--- config.mk ---
export PLATFORM = sky130hd
export DESIGN_NAME = gpbd_ports
export DESIGN_NICKNAME = d
export VERILOG_FILES = /design/src/common/gpbd_pkg.sv /design/src/rtl/gpbd_ports.sv
export VERILOG_INCLUDE_DIRS = /design/src /design/src/common
export SDC_FILE = /design/constraint.sdc
export NUM_CORES = 1
export LEC_CHECK = 0
export ABC_AREA = 1
export BUFFER_PORTS_ARGS = -buffer_cell sky130_fd_sc_hd__buf_2
export CORE_AREA = 2 2 133 83
export DETAILED_ROUTE_END_ITERATION = 6
export DIE_AREA = 0 0 135 85
export PLACE_DENSITY = 0.72
export REMOVE_ABC_BUFFERS = 1
export SYNTH_ARGS = -nofsm -noshare
export SYNTH_HDL_FRONTEND = slang
export SYNTH_SLANG_ARGS = --single-unit
--- constraint.sdc ---
create_clock -name core_clk -period 1.4 [get_ports core_clk]
set_input_delay 0.07 -clock core_clk [delete_from_list [all_inputs] [get_ports core_clk]]
set_output_delay 0.07 -clock core_clk [all_outputs]
set_load 0.05 [all_outputs]
--- src/common/gpbd_regs.svh ---
`ifndef GPBD_REGS_SVH
`define GPBD_REGS_SVH
// Register offsets on the plain register port
`define GPBD_OFF_PORT_B_PINS      4'h0
`define GPBD_OFF_PORT_B_OUTPUT_LATCH       4'h1
`define GPBD_OFF_DIRB       4'h2
`define GPBD_OFF_PORT_D_PINS      4'h3
`define GPBD_OFF_PORT_D_OUTPUT_LATCH       4'h4
`define GPBD_OFF_DIRD       4'h5
`define GPBD_OFF_INTERRUPT_CONTROL     4'h6
`define GPBD_OFF_INTERRUPT_CONTROL_TWO    4'h7
`define GPBD_OFF_DIRE       4'h8
// Field positions
`define GPBD_PULLUP_N_BIT   7
`define GPBD_CHANGE_BIT     0
`define GPBD_SLAVE_BIT      4
// Reset values
`define GPBD_DIR_RST        8'hff
`define GPBD_LAT_RST        8'h00
`define GPBD_INTERRUPT_CONTROL_TWO_RST    8'h80
`define GPBD_DIRE_RST       8'h07
`define GPBD_ANALOG_MASK    8'h1f
`endif

--- src/common/gpbd_pkg.sv ---
package gpbd_pkg;
	typedef struct packed {
		logic [3:0] addr;
		logic [7:0] wdata;
		logic       wr;
		logic       rd;
	} gpbd_req_t;
	typedef struct packed {
		logic [7:0] o;
		logic [7:0] oe;
	} gpbd_pins_t;
	typedef enum logic [1:0] {
		GPBD_PWM_SINGLE = 2'b00,
		GPBD_PWM_DUAL   = 2'b01,
		GPBD_PWM_QUAD   = 2'b11
	} gpbd_pwm_mode_t;
endpackage

--- src/rtl/gpbd_ports.sv ---
`include "gpbd_regs.svh"

// Functional notes
// - Two eight-bit ports, per-pin direction bits
// - Direction one floats pin, zero drives latch
// - Latch register readable; read-modify-write uses latch
// - Shared active-low pull-up enable, control bit 7
// - Pull-up off on pins with direction bit zero
// - Pull-ups disabled after power-on reset
// - Port B 4:0 analog, read zero by default
// - Analog default cleared gives digital 4:0
// - Change detect on 7:4 inputs only
// - Compare with value captured at last port B read or write; OR sets flag
// - Change flag raises wake request
// - Persisting mismatch keeps setting the flag
// - Pin returning to captured value ends mismatch
// - Selector zero routes unit-2 on pin B3
// - Three port D pins carry PWM B,C,D
// - PWM pins are inputs after power-on reset
// - Slave port mode bit makes port D slave
// - Dual or quad PWM disables slave port
module gpbd_ports
	import gpbd_pkg::*;
#(
	parameter int PORT_W = 8
)
(
	input  wire logic           core_clk,
	input  wire logic           rst_n,
	input  wire logic [3:0]     reg_addr,
	input  wire logic [7:0]     reg_wdata,
	input  wire logic           reg_wr,
	input  wire logic           reg_rd,
	output logic [7:0]          reg_rdata,
	input  wire logic           port_b_analog_default,
	input  wire logic           ccu2_pin_select,
	input  wire logic           ccu2_out,
	input  wire logic           ccu2_out_en,
	input  wire logic [2:0]     pwm_out_bcd,
	input  wire logic           pwm_active,
	input  wire gpbd_pwm_mode_t pwm_mode,
	input  wire logic [7:0]     port_b_in,
	output logic [7:0]          port_b_out,
	output logic [7:0]          port_b_oe,
	output logic [7:0]          port_b_pullup,
	input  wire logic [7:0]     port_d_in,
	output logic [7:0]          port_d_out,
	output logic [7:0]          port_d_oe,
	output logic                slave_port_active,
	output logic                wake_req
);
	gpbd_req_t  req;
	gpbd_pins_t pb_d, pd_d;
	logic [7:0] port_b_direction_q, port_b_output_latch_q;
	logic [7:0] port_d_direction_q, port_d_output_latch_q;
	logic [7:0] interrupt_control_q, port_e_direction_q;
	logic       pullup_enable_n_q, port_change_flag_q;
	logic [7:0] analog_mask_q;
	logic [7:0] b_meta_q, b_sync_q, d_meta_q, d_sync_q;
	logic [3:0] captured_q;
	logic [3:0] mismatch;
	logic       slave_en;
	logic [7:0] pb_read, rdata_d;
	logic       wr_b, rd_b;

	// Every register and field map here is byte wide
	if (PORT_W != 8) begin : g_bad_width
		$error("gpbd_ports: PORT_W must be 8");
	end

	assign req = '{addr: reg_addr, wdata: reg_wdata, wr: reg_wr, rd: reg_rd};
	assign wr_b = req.wr && req.addr == `GPBD_OFF_PORT_B_PINS;
	assign rd_b = req.rd && req.addr == `GPBD_OFF_PORT_B_PINS;

	// Pins come from outside the clock domain
	always_ff @(posedge core_clk or negedge rst_n) begin
		if (!rst_n) begin
			b_meta_q <= 8'h00;
			b_sync_q <= 8'h00;
			d_meta_q <= 8'h00;
			d_sync_q <= 8'h00;
		end else begin
			b_meta_q <= port_b_in;
			b_sync_q <= b_meta_q;
			d_meta_q <= port_d_in;
			d_sync_q <= d_meta_q;
		end
	end

	// analog default: reset sets mask; first edge with strap low clears it
	// strap sampled by a clock edge, not by the reset
	always_ff @(posedge core_clk or negedge rst_n) begin
		if (!rst_n)
			analog_mask_q <= `GPBD_ANALOG_MASK;
		else if (analog_mask_q == `GPBD_ANALOG_MASK && !port_b_analog_default)
			analog_mask_q <= 8'h00;
	end
	// Limitation: the analog mask has no software release here; a strap high keeps 4:0 reading zero

	assign pb_read = b_sync_q & ~analog_mask_q;

	// direction and latch registers, port write hits latch
	always_ff @(posedge core_clk or negedge rst_n) begin
		if (!rst_n) begin
			port_b_direction_q    <= `GPBD_DIR_RST;
			port_b_output_latch_q <= `GPBD_LAT_RST;
			port_d_direction_q    <= `GPBD_DIR_RST;
			port_d_output_latch_q <= `GPBD_LAT_RST;
			port_e_direction_q    <= `GPBD_DIRE_RST;
			pullup_enable_n_q     <= 1'b1;
			interrupt_control_q   <= 8'h00;
		end else if (req.wr) begin
			case (req.addr)
				`GPBD_OFF_PORT_B_PINS, `GPBD_OFF_PORT_B_OUTPUT_LATCH: port_b_output_latch_q <= req.wdata;
				`GPBD_OFF_DIRB:                  port_b_direction_q    <= req.wdata;
				`GPBD_OFF_PORT_D_PINS, `GPBD_OFF_PORT_D_OUTPUT_LATCH: port_d_output_latch_q <= req.wdata;
				`GPBD_OFF_DIRD:                  port_d_direction_q    <= req.wdata;
				`GPBD_OFF_DIRE:                  port_e_direction_q    <= req.wdata;
				`GPBD_OFF_INTERRUPT_CONTROL_TWO: pullup_enable_n_q <= req.wdata[`GPBD_PULLUP_N_BIT];
				`GPBD_OFF_INTERRUPT_CONTROL:  interrupt_control_q <= req.wdata;
				default: ;
			endcase
		end
	end

	// capture monitored bits on any port B pins read or write
	always_ff @(posedge core_clk or negedge rst_n) begin
		if (!rst_n)
			captured_q <= 4'h0;
		else if (rd_b || wr_b)
			captured_q <= pb_read[7:4];
	end

	// mismatch clears itself when pin returns
	assign mismatch = (pb_read[7:4] ^ captured_q) & port_b_direction_q[7:4];

	always_ff @(posedge core_clk or negedge rst_n) begin
		if (!rst_n)
			port_change_flag_q <= 1'b0;
		else if (|mismatch)
			port_change_flag_q <= 1'b1;
		else if (req.wr && req.addr == `GPBD_OFF_INTERRUPT_CONTROL)
			port_change_flag_q <= req.wdata[`GPBD_CHANGE_BIT];
	end

	// dual or quad PWM blocks slave port
	assign slave_en = port_e_direction_q[`GPBD_SLAVE_BIT] &&
		!(pwm_active && pwm_mode != GPBD_PWM_SINGLE);

	always_comb begin
		pb_d.o  = port_b_output_latch_q;
		pb_d.oe = ~port_b_direction_q;
		// unit-2 takes pin B3 when selector is zero
		if (!ccu2_pin_select) begin
			pb_d.o[3]  = ccu2_out;
			pb_d.oe[3] = ccu2_out_en;
		end
		pd_d.o  = port_d_output_latch_q;
		pd_d.oe = ~port_d_direction_q;
		// PWM B on port D 5 when wider than single; C,D on 7:6 in quad only
		// reset state keeps these pins as inputs
		if (pwm_active && pwm_mode != GPBD_PWM_SINGLE) begin
			pd_d.o[5]  = pwm_out_bcd[0];
			pd_d.oe[5] = ~port_d_direction_q[5];
			if (pwm_mode == GPBD_PWM_QUAD) begin
				pd_d.o[7:6]  = pwm_out_bcd[2:1];
				pd_d.oe[7:6] = ~port_d_direction_q[7:6];
			end
		end
		// slave port: bus drives nothing from the latch side
		if (slave_en)
			pd_d.oe = 8'h00;
	end

	always_comb begin
		case (req.addr)
			`GPBD_OFF_PORT_B_PINS:   rdata_d = pb_read;
			`GPBD_OFF_PORT_B_OUTPUT_LATCH:    rdata_d = port_b_output_latch_q;
			`GPBD_OFF_DIRB:    rdata_d = port_b_direction_q;
			`GPBD_OFF_PORT_D_PINS:   rdata_d = d_sync_q;
			`GPBD_OFF_PORT_D_OUTPUT_LATCH:    rdata_d = port_d_output_latch_q;
			`GPBD_OFF_DIRD:    rdata_d = port_d_direction_q;
			`GPBD_OFF_INTERRUPT_CONTROL:  rdata_d = {interrupt_control_q[7:1], port_change_flag_q};
			`GPBD_OFF_INTERRUPT_CONTROL_TWO: rdata_d = {pullup_enable_n_q, 7'h00};
			`GPBD_OFF_DIRE:    rdata_d = port_e_direction_q;
			default:           rdata_d = 8'h00;
		endcase
	end

	always_ff @(posedge core_clk or negedge rst_n) begin
		if (!rst_n) begin
			reg_rdata         <= 8'h00;
			port_b_out        <= 8'h00;
			port_b_oe         <= 8'h00;
			port_b_pullup     <= 8'h00;
			port_d_out        <= 8'h00;
			port_d_oe         <= 8'h00;
			slave_port_active <= 1'b0;
			wake_req          <= 1'b0;
		end else begin
			reg_rdata         <= req.rd ? rdata_d : 8'h00;
			port_b_out        <= pb_d.o;
			port_b_oe         <= pb_d.oe;
			// pull-up only on pins with direction bit one; reset value disables
			port_b_pullup     <= {8{~pullup_enable_n_q}} & port_b_direction_q;
			port_d_out        <= pd_d.o;
			port_d_oe         <= pd_d.oe;
			slave_port_active <= slave_en;
			// flag requests wake from sleep or idle
			wake_req          <= port_change_flag_q;
		end
	end

	// Checks
	a_flag_on_mismatch: assert property (@(posedge core_clk) disable iff (!rst_n)
		|mismatch |=> port_change_flag_q) else $error("change flag not set on mismatch");
	a_output_excluded: assert property (@(posedge core_clk) disable iff (!rst_n)
		!port_b_direction_q[7] |-> !mismatch[3]) else $error("output pin joined comparison");
	a_pullup_output_off: assert property (@(posedge core_clk) disable iff (!rst_n)
		!port_b_direction_q[0] |=> !port_b_pullup[0]) else $error("pull-up on output pin");
	a_drive_from_dir: assert property (@(posedge core_clk) disable iff (!rst_n)
		!slave_en && !pwm_active |=> port_d_oe == ~$past(port_d_direction_q)) else $error("port D enable wrong");
	a_read_one_cycle: assert property (@(posedge core_clk) disable iff (!rst_n)
		req.rd && req.addr == `GPBD_OFF_PORT_B_OUTPUT_LATCH |=> reg_rdata == $past(port_b_output_latch_q))
		else $error("latch readback wrong");
	a_analog_zero: assert property (@(posedge core_clk) disable iff (!rst_n)
		analog_mask_q[0] |-> !pb_read[0]) else $error("analog pin not zero");
	a_slave_blocked: assert property (@(posedge core_clk) disable iff (!rst_n)
		pwm_active && pwm_mode == GPBD_PWM_QUAD |=> !slave_port_active) else $error("slave port with quad PWM");
	a_wake_follows: assert property (@(posedge core_clk) disable iff (!rst_n)
		port_change_flag_q |=> wake_req) else $error("no wake on change");
	a_write_latch: assert property (@(posedge core_clk) disable iff (!rst_n)
		req.wr && req.addr == `GPBD_OFF_PORT_D_PINS |=> port_d_output_latch_q == $past(req.wdata))
		else $error("port write missed latch");

	a_b_oe_follow: assert property (@(posedge core_clk) disable iff (!rst_n)
		ccu2_pin_select |=> port_b_oe == ~$past(port_b_direction_q))
		else $error("port B enable wrong");

	a_b_out_latch: assert property (@(posedge core_clk) disable iff (!rst_n)
		ccu2_pin_select |=> port_b_out == $past(port_b_output_latch_q))
		else $error("port B drive value wrong");

	a_ccu2_pin_oe: assert property (@(posedge core_clk) disable iff (!rst_n)
		!ccu2_pin_select |=> port_b_oe[3] == $past(ccu2_out_en))
		else $error("unit-2 enable not on pin");

	a_ccu2_pin_out: assert property (@(posedge core_clk) disable iff (!rst_n)
		!ccu2_pin_select |=> port_b_out[3] == $past(ccu2_out))
		else $error("unit-2 value not on pin");

	a_pullup_all_off: assert property (@(posedge core_clk) disable iff (!rst_n)
		pullup_enable_n_q |=> port_b_pullup == 8'h00)
		else $error("pull-up on while disabled");

	a_pullup_inputs_on: assert property (@(posedge core_clk) disable iff (!rst_n)
		!pullup_enable_n_q |=> port_b_pullup == $past(port_b_direction_q))
		else $error("pull-up pattern wrong");

	a_pullup_n_write: assert property (@(posedge core_clk) disable iff (!rst_n)
		req.wr && req.addr == `GPBD_OFF_INTERRUPT_CONTROL_TWO |=> pullup_enable_n_q == $past(reg_wdata[`GPBD_PULLUP_N_BIT]))
		else $error("pull-up enable write lost");

	a_latch_b_write: assert property (@(posedge core_clk) disable iff (!rst_n)
		req.wr && req.addr == `GPBD_OFF_PORT_B_PINS |=> port_b_output_latch_q == $past(reg_wdata))
		else $error("port B write missed latch");

	a_latch_b_direct: assert property (@(posedge core_clk) disable iff (!rst_n)
		req.wr && req.addr == `GPBD_OFF_PORT_B_OUTPUT_LATCH |=> port_b_output_latch_q == $past(reg_wdata))
		else $error("latch B write lost");

	a_dir_b_write: assert property (@(posedge core_clk) disable iff (!rst_n)
		req.wr && req.addr == `GPBD_OFF_DIRB |=> port_b_direction_q == $past(reg_wdata))
		else $error("direction B write lost");

	a_dir_d_write: assert property (@(posedge core_clk) disable iff (!rst_n)
		req.wr && req.addr == `GPBD_OFF_DIRD |=> port_d_direction_q == $past(reg_wdata))
		else $error("direction D write lost");

	a_latch_d_direct: assert property (@(posedge core_clk) disable iff (!rst_n)
		req.wr && req.addr == `GPBD_OFF_PORT_D_OUTPUT_LATCH |=> port_d_output_latch_q == $past(reg_wdata))
		else $error("latch D write lost");

	a_port_b_read: assert property (@(posedge core_clk) disable iff (!rst_n)
		req.rd && req.addr == `GPBD_OFF_PORT_B_PINS |=> reg_rdata == $past(pb_read))
		else $error("port B read wrong");

	a_port_d_read: assert property (@(posedge core_clk) disable iff (!rst_n)
		req.rd && req.addr == `GPBD_OFF_PORT_D_PINS |=> reg_rdata == $past(d_sync_q))
		else $error("port D read wrong");

	a_capture_on_read: assert property (@(posedge core_clk) disable iff (!rst_n)
		rd_b |=> captured_q == $past(pb_read[7:4]))
		else $error("read did not capture");

	a_flag_clears: assert property (@(posedge core_clk) disable iff (!rst_n)
		!(|mismatch) && req.wr && req.addr == `GPBD_OFF_INTERRUPT_CONTROL && !reg_wdata[`GPBD_CHANGE_BIT]
		|=> !port_change_flag_q) else $error("change flag clear lost");

	a_flag_holds: assert property (@(posedge core_clk) disable iff (!rst_n)
		port_change_flag_q && !(req.wr && req.addr == `GPBD_OFF_INTERRUPT_CONTROL) |=> port_change_flag_q)
		else $error("change flag dropped");

	a_no_spurious_flag: assert property (@(posedge core_clk) disable iff (!rst_n)
		!port_change_flag_q && !(|mismatch) && !(req.wr && req.addr == `GPBD_OFF_INTERRUPT_CONTROL)
		|=> !port_change_flag_q) else $error("change flag set without cause");

	a_return_ends: assert property (@(posedge core_clk) disable iff (!rst_n)
		pb_read[7:4] == captured_q |-> mismatch == 4'h0)
		else $error("mismatch with equal pins");

	a_wake_drops: assert property (@(posedge core_clk) disable iff (!rst_n)
		!port_change_flag_q |=> !wake_req)
		else $error("wake without change flag");

	a_analog_nibble: assert property (@(posedge core_clk) disable iff (!rst_n)
		analog_mask_q != 8'h00 |-> pb_read[4:0] == 5'h00)
		else $error("analog pins not zero");

	a_strap_clears: assert property (@(posedge core_clk) disable iff (!rst_n)
		!port_b_analog_default |=> analog_mask_q == 8'h00)
		else $error("analog mask kept with strap low");

	a_slave_d_float: assert property (@(posedge core_clk) disable iff (!rst_n)
		slave_port_active |-> port_d_oe == 8'h00)
		else $error("port D driven in slave mode");

	a_slave_from_bit: assert property (@(posedge core_clk) disable iff (!rst_n)
		port_e_direction_q[`GPBD_SLAVE_BIT] && !pwm_active |=> slave_port_active)
		else $error("slave port not entered");

	a_slave_dual_off: assert property (@(posedge core_clk) disable iff (!rst_n)
		pwm_active && pwm_mode == GPBD_PWM_DUAL |=> !slave_port_active)
		else $error("slave port with dual PWM");

	a_pwm_b_pin: assert property (@(posedge core_clk) disable iff (!rst_n)
		pwm_active && pwm_mode != GPBD_PWM_SINGLE |=> port_d_out[5] == $past(pwm_out_bcd[0]))
		else $error("PWM B not on pin");

	a_pwm_cd_pins: assert property (@(posedge core_clk) disable iff (!rst_n)
		pwm_active && pwm_mode == GPBD_PWM_QUAD |=> port_d_out[7:6] == $past(pwm_out_bcd[2:1]))
		else $error("PWM C or D not on pin");

	a_d_out_latch: assert property (@(posedge core_clk) disable iff (!rst_n)
		!pwm_active |=> port_d_out == $past(port_d_output_latch_q))
		else $error("port D drive value wrong");
endmodule

Word level (Yosys, flattened, before mapping)
Index checks and enable logic that the tools add are counted.
Widths: inputs -> output; s select.
{"block": "op_classes", "n_reduce_logical": 22, "eq_ne": 10, "muxes": 11, "bitwise_logic": 10}
{"operator": "$pmux 8 s9", "count": 1}
{"operator": "$and 8x8->8", "count": 2}
{"operator": "$eq 4x3->1 const B", "count": 4}
{"operator": "$mux 8", "count": 2}
{"operator": "$not 8->8", "count": 2}
{"operator": "$reduce_and 2->1", "count": 7}
{"operator": "$eq 4x2->1 const B", "count": 2}
{"operator": "$not 5->8", "count": 1}
{"operator": "$logic_and 1x1->1", "count": 6}
{"operator": "$mux 3", "count": 2}
{"operator": "$eq 5x5->1 const B", "count": 1}
{"operator": "$and 4x4->4", "count": 1}
{"operator": "$eq 4x1->1 const B", "count": 1}
{"operator": "$eq 4x4->1 const B", "count": 1}
{"operator": "$logic_not 4->1", "count": 1}
{"operator": "$mux 1", "count": 4}
{"operator": "$mux 2", "count": 2}
{"operator": "$reduce_bool 2->1", "count": 2}
{"operator": "$reduce_or 2->1", "count": 2}
{"operator": "$reduce_or 4->1", "count": 1}
{"operator": "$xor 4x4->4", "count": 1}
{"operator": "$eq 2x2->1 const B", "count": 1}
{"operator": "$logic_not 1->1", "count": 2}
{"operator": "$not 1->1", "count": 2}
{"operator": "2 further kinds", "count": 2}
{"block": "word_totals", "out_inout_bits": 50, "regBits": 141, "inputBits": 42}

Depth between registers and ports, before layout
Gate-level depths: netlist (run 1).
{"block": "depth", "ltp_word": 6, "mapped_depth": 9}

Worst setup path after synthesis (run 1)
Ideal clock, no wire load.
{"block": "synth_timing", "path_kind": "register -> register", "startpoint": "register pullup_enable_n_q", "endpoint": "register reg_rdata[7]", "path_stages_with_launch": 5, "setup_slack_ns": 0.197, "n_path_buf": 1, "required_ns": 1.322, "arrival_ns": 1.126, "cell_sequence": "dfstp_2 > clkbuf_1 > nor3b_1 > nor2_1 > a21boi_1"}
{"block": "synth_via", "elab_chain_cells": 2}
{"item": "start, declared", "line": "gpbd_ports.sv:57", "source": "logic pullup_enable_n_q, port_change_flag_q;"}
{"item": "start signal, assigned", "line": "gpbd_ports.sv:119", "source": "`GPBD_OFF_INTERRUPT_CONTROL_TWO: pullup_enable_n_q <= req.wdata[`GPBD_PULLUP_N_BIT];"}
{"item": "$pmux 8 s9", "line": "gpbd_ports.sv:176", "source": "case (req.addr)"}
{"item": "$mux 8", "line": "gpbd_ports.sv:201", "source": "reg_rdata <= req.rd ? rdata_d : 8'h00;"}
{"item": "end signal, assigned", "line": "gpbd_ports.sv:201"}
{"item": "end, declared", "line": "gpbd_ports.sv:34", "source": "output logic [7:0] reg_rdata,"}
No other way between the ends.
A chain may end at the register's enable or synchronous reset.

==> results of run 1 <==
==> metrics by stage <==
step,util [%],area [um2]
finish,64.5,6650
global placement,55.9,5770
floorplan,-,4960
global route,64.5,6650
CTS,64.5,6650
detailed placement,55.9,5770
==> cell usage after synthesis, types with 3 or more instances <==
master and number:
a21oi_1 3, buf_2 8, buf_4 3, clkbuf_1 5, dfrtp_1 115, dfstp_2 21
inv_1 47, inv_2 6, nand2_1 106, nand3_1 59, nand3_2 3, nor2_1 51
o21ai_0 19, o21ai_1 40
==> layout by cell type (no fill, tap or decap), drive strengths merged <==
cell and n:
inv 53, o21ai 60, nand2 108, a21oi 3
clkinvlp 1, dlygate4sd3 27, nor2 55, dfrtp 115
or2 1, bufinv 3, a21boi 1, clkbuf 24
nor3b 1, nand3 62, clkinv 4, buf 110
xor2 1, dfstp 21, mux2 2
==> where the power goes <==
| part | switching (uW) | total, uW | internal [uW] | leakage (uW) |
|---|---|---|---|---|
| clock | 1580 | 4560 | 2980 | 0.000300 |
| combinational | 1660 | 2250 | 585 | 0.00147 |
| sequential | 341 | 4980 | 4640 | 0.00162 |
| total | 3580 | 11800 | 8210 | 0.00338 |
==> final cells by class <==
| type | instances | area [um2] | share of cell area, % |
|---|---|---|---|
| Inverter | 53 | 199 | 2.99 |
| Multi-Input combinational cell | 294 | 1340 | 20.1 |
| Sequential cell | 136 | 3430 | 51.6 |
| Clock inverter | 8 | 118 | 1.77 |
| Clock buffer | 24 | 492 | 7.40 |
| Tap cell | 139 | 174 | 2.62 |
| Timing Repair Buffer | 137 | 900 | 13.5 |
==> path summary, 6_finish.rpt <==
path                                              start                                 to  slack [ns]  cells after the start
max in group asynchronous                         rst_n  port_b_direction_q[6]$_DFFE_PN1P_        0.60                      3
min                                         pwm_mode[0]            port_d_out[5]$_DFF_PN0_       0.007                      4
min reg2reg                       d_meta_q[4]$_DFF_PN0_              d_sync_q[4]$_DFF_PN0_        0.35                      0
max reg2reg                analog_mask_q[3]$_DFFE_PN1P_     port_change_flag_q$_DFFE_PN0P_        0.08                      6
min in group asynchronous                         rst_n            port_b_out[6]$_DFF_PN0_        0.14                      2
max                        analog_mask_q[3]$_DFFE_PN1P_     port_change_flag_q$_DFFE_PN0P_        0.08                      6
==> metal layers <==
layer / vias up / GRT usage (%)
met5: - / 0
li1: 1866 / -
met3: 24 / 5.08
met2: 129 / 35.8
met4: 0 / 8.62
met1: 1864 / 31.0
==> repair_timing <==
item,in CTS,in global routing
gates resized for setup,0,2
endpoints found under the hold margin,147,0
setup endpoints to repair,0,1
hold buffers,27,0
==> logic make-up after synthesis <==
| group | Yosys count | share of synthesized area, % |
|---|---|---|
| compound gates | 64 | 6.47 |
| buf+inv | 69 | 5.56 |
| xor+xnor | 1 | 0.174 |
| flops | 136 | 68.0 |
| mux | 2 | 0.447 |
| simple gates | 227 | 19.3 |
==> critical path, delay by kind of cell (launching register included) <==
family | cells | cell delay, ns
AO/OA/AOI/OAI | 1 | 0.09
flip-flops | 1 | 0.54
AND/OR/NAND/NOR | 3 | 0.35
XOR/XNOR | 1 | 0.14
buffers and inverters | 1 | 0.09
==> impl_metrics.tcl, run 1 <==
set metrics [dict create \
    whs_ns 0.00661 \
    io_buffers 91 \
    fin_crit_sh_pct 94.4 \
    cts_root_buf "clkbuf_16" \
    finalSetupViolations 0 \
    ys_types 23 \
    drtPass1Iterations 5 \
    peakVddDrop_v 0.00112 \
    slew_headroom_pct 73.9 \
    p_per_area_nw_per_um2 1770 \
    core-area_um2 10300 \
    layout.cells.non_filler 791 \
    worst_pin_slew_ns 0.392 \
    worstPathRequired_ns 1.69 \
    chipHeight_um 85 \
    max_cap_viol_count 0 \
    clock_path_buffers 2 \
    synth_edf_count 0 \
    drtIter0Drc 306 \
    num_vias 3883 \
    worst_slack_ns 0.0782 \
    async_flop_share_pct 100 \
    die_w_um 135 \
    max_stage_delay_ns 0.54 \
    rows 29 \
    worstPathMaxFanout 4 \
    ios 92 \
    fmax_mhz 757 \
    dominantRegCellSynth "dfrtp_1" \
    wl_mm 12.0 \
    final_nets 681 \
    grt_pass1_wl_mm 19.4 \
    area.growth.synth_to_final_pct 31.8 \
    status "finished, final reports clean" \
    wire_per_inst_um 15.2 \
    place.gp.congestion 0.889 \
    synth_area_leaders "dfrtp_1 57%, dfstp_2 11%, nand2_1 7.9%" \
    cts_tree "yes" \
    ctsHtreeMaxLevel 4 \
    cp.arrival_ns 1.61 \
    cts.sinks 136 \
    synthCells 499 \
    grt_max_degree 43 \
    ys_warn_count 0 \
    min_period_ns 1.32 \
    dpl.hpwl_mm 8.16 \
    wl_met1_mm 5.66 \
    synth-seq-cells 136 \
    wl_met3_um 711 \
    endpoint_kind "flop" \
    hold_viol 0 \
    power_uw 11800 \
    rsz0062_at_grt "false" \
    grt-ovfl-total 0 \
    cts_buffers 17 \
    crit_chain "inv_1 -> nand2_2 -> xor2_1 -> o21ai_1 -> nor2_1 -> nand2_1" \
    synth_area_per_cell_um2 10.1 \
    top_layer_used "met4" \
    n_antenna_cell 0 \
    viasPerCell 4.91 \
    cts_setup_buffers 0 \
    nFillCells 826 \
    final_layout_size_suffix_gt1_share_pct 27.6 \
    worstSetupStartpointType "flop" \
    synth_largest_area_cell "dfrtp_1" \
    ant_nets 0 \
    ys_seq_area_share_pct 68.0 \
    crit_type "reg2reg" \
    maxSlewViolCount 0 \
    dp.cells 732 \
    hp-class "in2reg" \
    grt_usage_pct 22.6 \
    drc_errors 0 \
    slowest_stage "dfstp_2" \
    grt_pass1_vias 3829 \
    clk_pin_slew_ns 0.05 \
    clk_latency_ns 0.41 \
    dr_wl_met2_mm 5.41 \
    leakage_uw 0.00338 \
    die-area_um2 11500 \
    yosys.area.top_type_share_pct 57.1 \
    initial_core_util_pct 48.9 \
    antenna_found_initial 0 \
    fin_skew_ns 0.00590 \
    tns_ns 0 \
    synth_area_um2 5040 \
    place_ws_ns 0.0664 \
]
No activity file was read; power rests on OpenSTA's default activity.
==> run 2: changes to the inputs <==
- PLACE_DENSITY: 0.72 -> unset
- PLACE_DENSITY_LB_ADDON: unset -> 0.25
==> run 2 against run 1 <==
Against the previous run: register-to-register slack improved by 0.04 ns; via count increased by 0.18%; die area stayed put; final area is essentially flat; maximum frequency up 3.1%; sequential cell count unchanged.
==> impl_metrics.tcl, run 2 (same netlist as run 1, synthesis figures left out) <==
set metrics [dict create \
    num_vias 3890 \
    top_layer_used "met4" \
    grt_usage_pct 23.2 \
    initial_core_util_pct 48.9 \
    maxSlewViolCount 0 \
    worstPathRequired_ns 1.70 \
    final_layout_size_suffix_gt1_share_pct 27.8 \
    cts_buffers 17 \
    wl_met3_um 822 \
    antenna_found_initial 0 \
    chipHeight_um 85 \
    clk_pin_slew_ns 0.06 \
    endpoint_kind "flop" \
    utilization_pct 64.5 \
    wl_met1_mm 5.54 \
    final_nets 680 \
    viasPerCell 4.92 \
    drc_errors 0 \
    layout.cells.non_filler 790 \
    hp-class "in2reg" \
    rsz0062_at_grt "false" \
    dp.cells 731 \
    clk_latency_ns 0.41 \
    slew_headroom_pct 69.0 \
    ctsHtreeMaxLevel 4 \
    wire_per_inst_um 15.4 \
    dpl.hpwl_mm 8.43 \
    crit_chain "inv_1 -> nand2_2 -> xor2_2 -> o21ai_2 -> nor2_1 -> nand2_1" \
    worstPathMaxFanout 4 \
    slowest_stage "dfstp_2" \
    fin_crit_sh_pct 91.6 \
    io_buffers 91 \
    r2r_cells 6 \
    cts_tree "yes" \
    core-area_um2 10300 \
    crit_type "reg2reg" \
    finalSetupViolations 0 \
    leakage_uw 0.00338 \
    peakVddDrop_v 0.000983 \
    reg2reg_from "analog_mask_q[3]$_DFFE_PN1P_" \
    cts_root_buf "clkbuf_16" \
    dr_wl_met2_mm 5.70 \
    status "finished, final reports clean" \
    hold_end "port_d_output_latch_q[4]$_DFFE_PN0P_" \
    max_stage_delay_ns 0.54 \
    r2r_slack_ns 0.12 \
    reg2reg_to "port_change_flag_q$_DFFE_PN0P_" \
    hp-start "reg_wdata[4]" \
    place.gp.congestion 0.914 \
    final_cell_mix "115 x dfrtp_1, 105 x nand2_1, 90 x buf_2" \
    hold_viol 0 \
    worst_pin_slew_ns 0.465 \
    grt_pass1_vias 3944 \
    die-area_um2 11500 \
    n_antenna_cell 0 \
    area.growth.synth_to_final_pct 31.9 \
    cp.arrival_ns 1.58 \
    ant_nets 0 \
    p_per_area_nw_per_um2 1760 \
    clock_path_buffers 2 \
    final_common_cell "dfrtp_1" \
    rows 29 \
    max_cap_viol_count 0 \
    whs_ns 0.00233 \
    min_period_ns 1.28 \
    fin_skew_ns 0.00734 \
    grt_pass1_wl_mm 19.9 \
    cts.sinks 136 \
    crit_start "analog_mask_q[3]$_DFFE_PN1P_" \
    grt-ovfl-total 0 \
    fmax_mhz 780 \
    worstSetupStartpointType "flop" \
    drtIter0Drc 273 \
    ios 92 \
    die_w_um 135 \
    grt_max_degree 49 \
    hold_depth 3 \
    drtPass1Iterations 4 \
    wl_mm 12.2 \
]
## run 2: final cells by class
class                   count  area [um2]
clock inverters             7        90.1
well taps                 139         174
inverters                  53         199
fillers                   870        3650
multi-input cells         294        1350
clock buffers              25         505
repair buffers            136         905
flip-flops and latches    136        3430
## run 2: how the worst max path moves through the flow
stage | cells past startpoint | slack, ns | end
2_1_floorplan | 6 | -0.005 | captured_q[0]$_DFFE_PN0P_
3_3_place_gp | 6 | 0.07 | port_change_flag_q$_DFFE_PN0P_
3_5_place_dp | 6 | 0.07 | port_change_flag_q$_DFFE_PN0P_
4_1_cts | 6 | 0.05 | port_change_flag_q$_DFFE_PN0P_
5_1_grt | 6 | 0.007 | port_change_flag_q$_DFFE_PN0P_
6_report | 6 | 0.12 | port_change_flag_q$_DFFE_PN0P_
## run 2: per-stage QoR
step	TNS (ns)	area, um2	total power [uW]	setup slack [ns]
finish	0	6650	11700	0.118
global route	0	6650	12200	0.00665
CTS	0	6640	11700	0.0533
detailed placement	0	5770	7230	0.0653
global placement	0	5770	7170	0.0735
floorplan	-0.0177	4960	6460	-0.00453
## run 2: layer usage
metal,vias to the layer above,global-route usage (%)
met5,-,0
met4,0,8.43
met3,16,5.56
met2,135,36.7
met1,1875,31.6
li1,1864,-
## run 2: what timing repair did
| action | CTS | global route |
|---|---|---|
| gates resized for setup | 0 | 4 |
| endpoints found under the hold margin | 121 | 0 |
| hold buffers | 27 | 0 |
| setup buffers | 0 | 0 |
| setup endpoints to repair | 0 | 1 |
## run 2: where the power goes
part	switching (uW)	leakage [uW]	internal, uW	total (uW)
Clock	1580	0.000289	2850	4430
Sequential	357	0.00162	4640	5000
Combinational	1650	0.00147	592	2250
## run 2: worst max-delay path, delay by kind of cell (launching register included)
family          cells  cell delay, ns
flops               1            0.54
simple gates        3            0.29
xor+xnor            1            0.18
compound gates      1            0.09
buf+inv             1            0.08
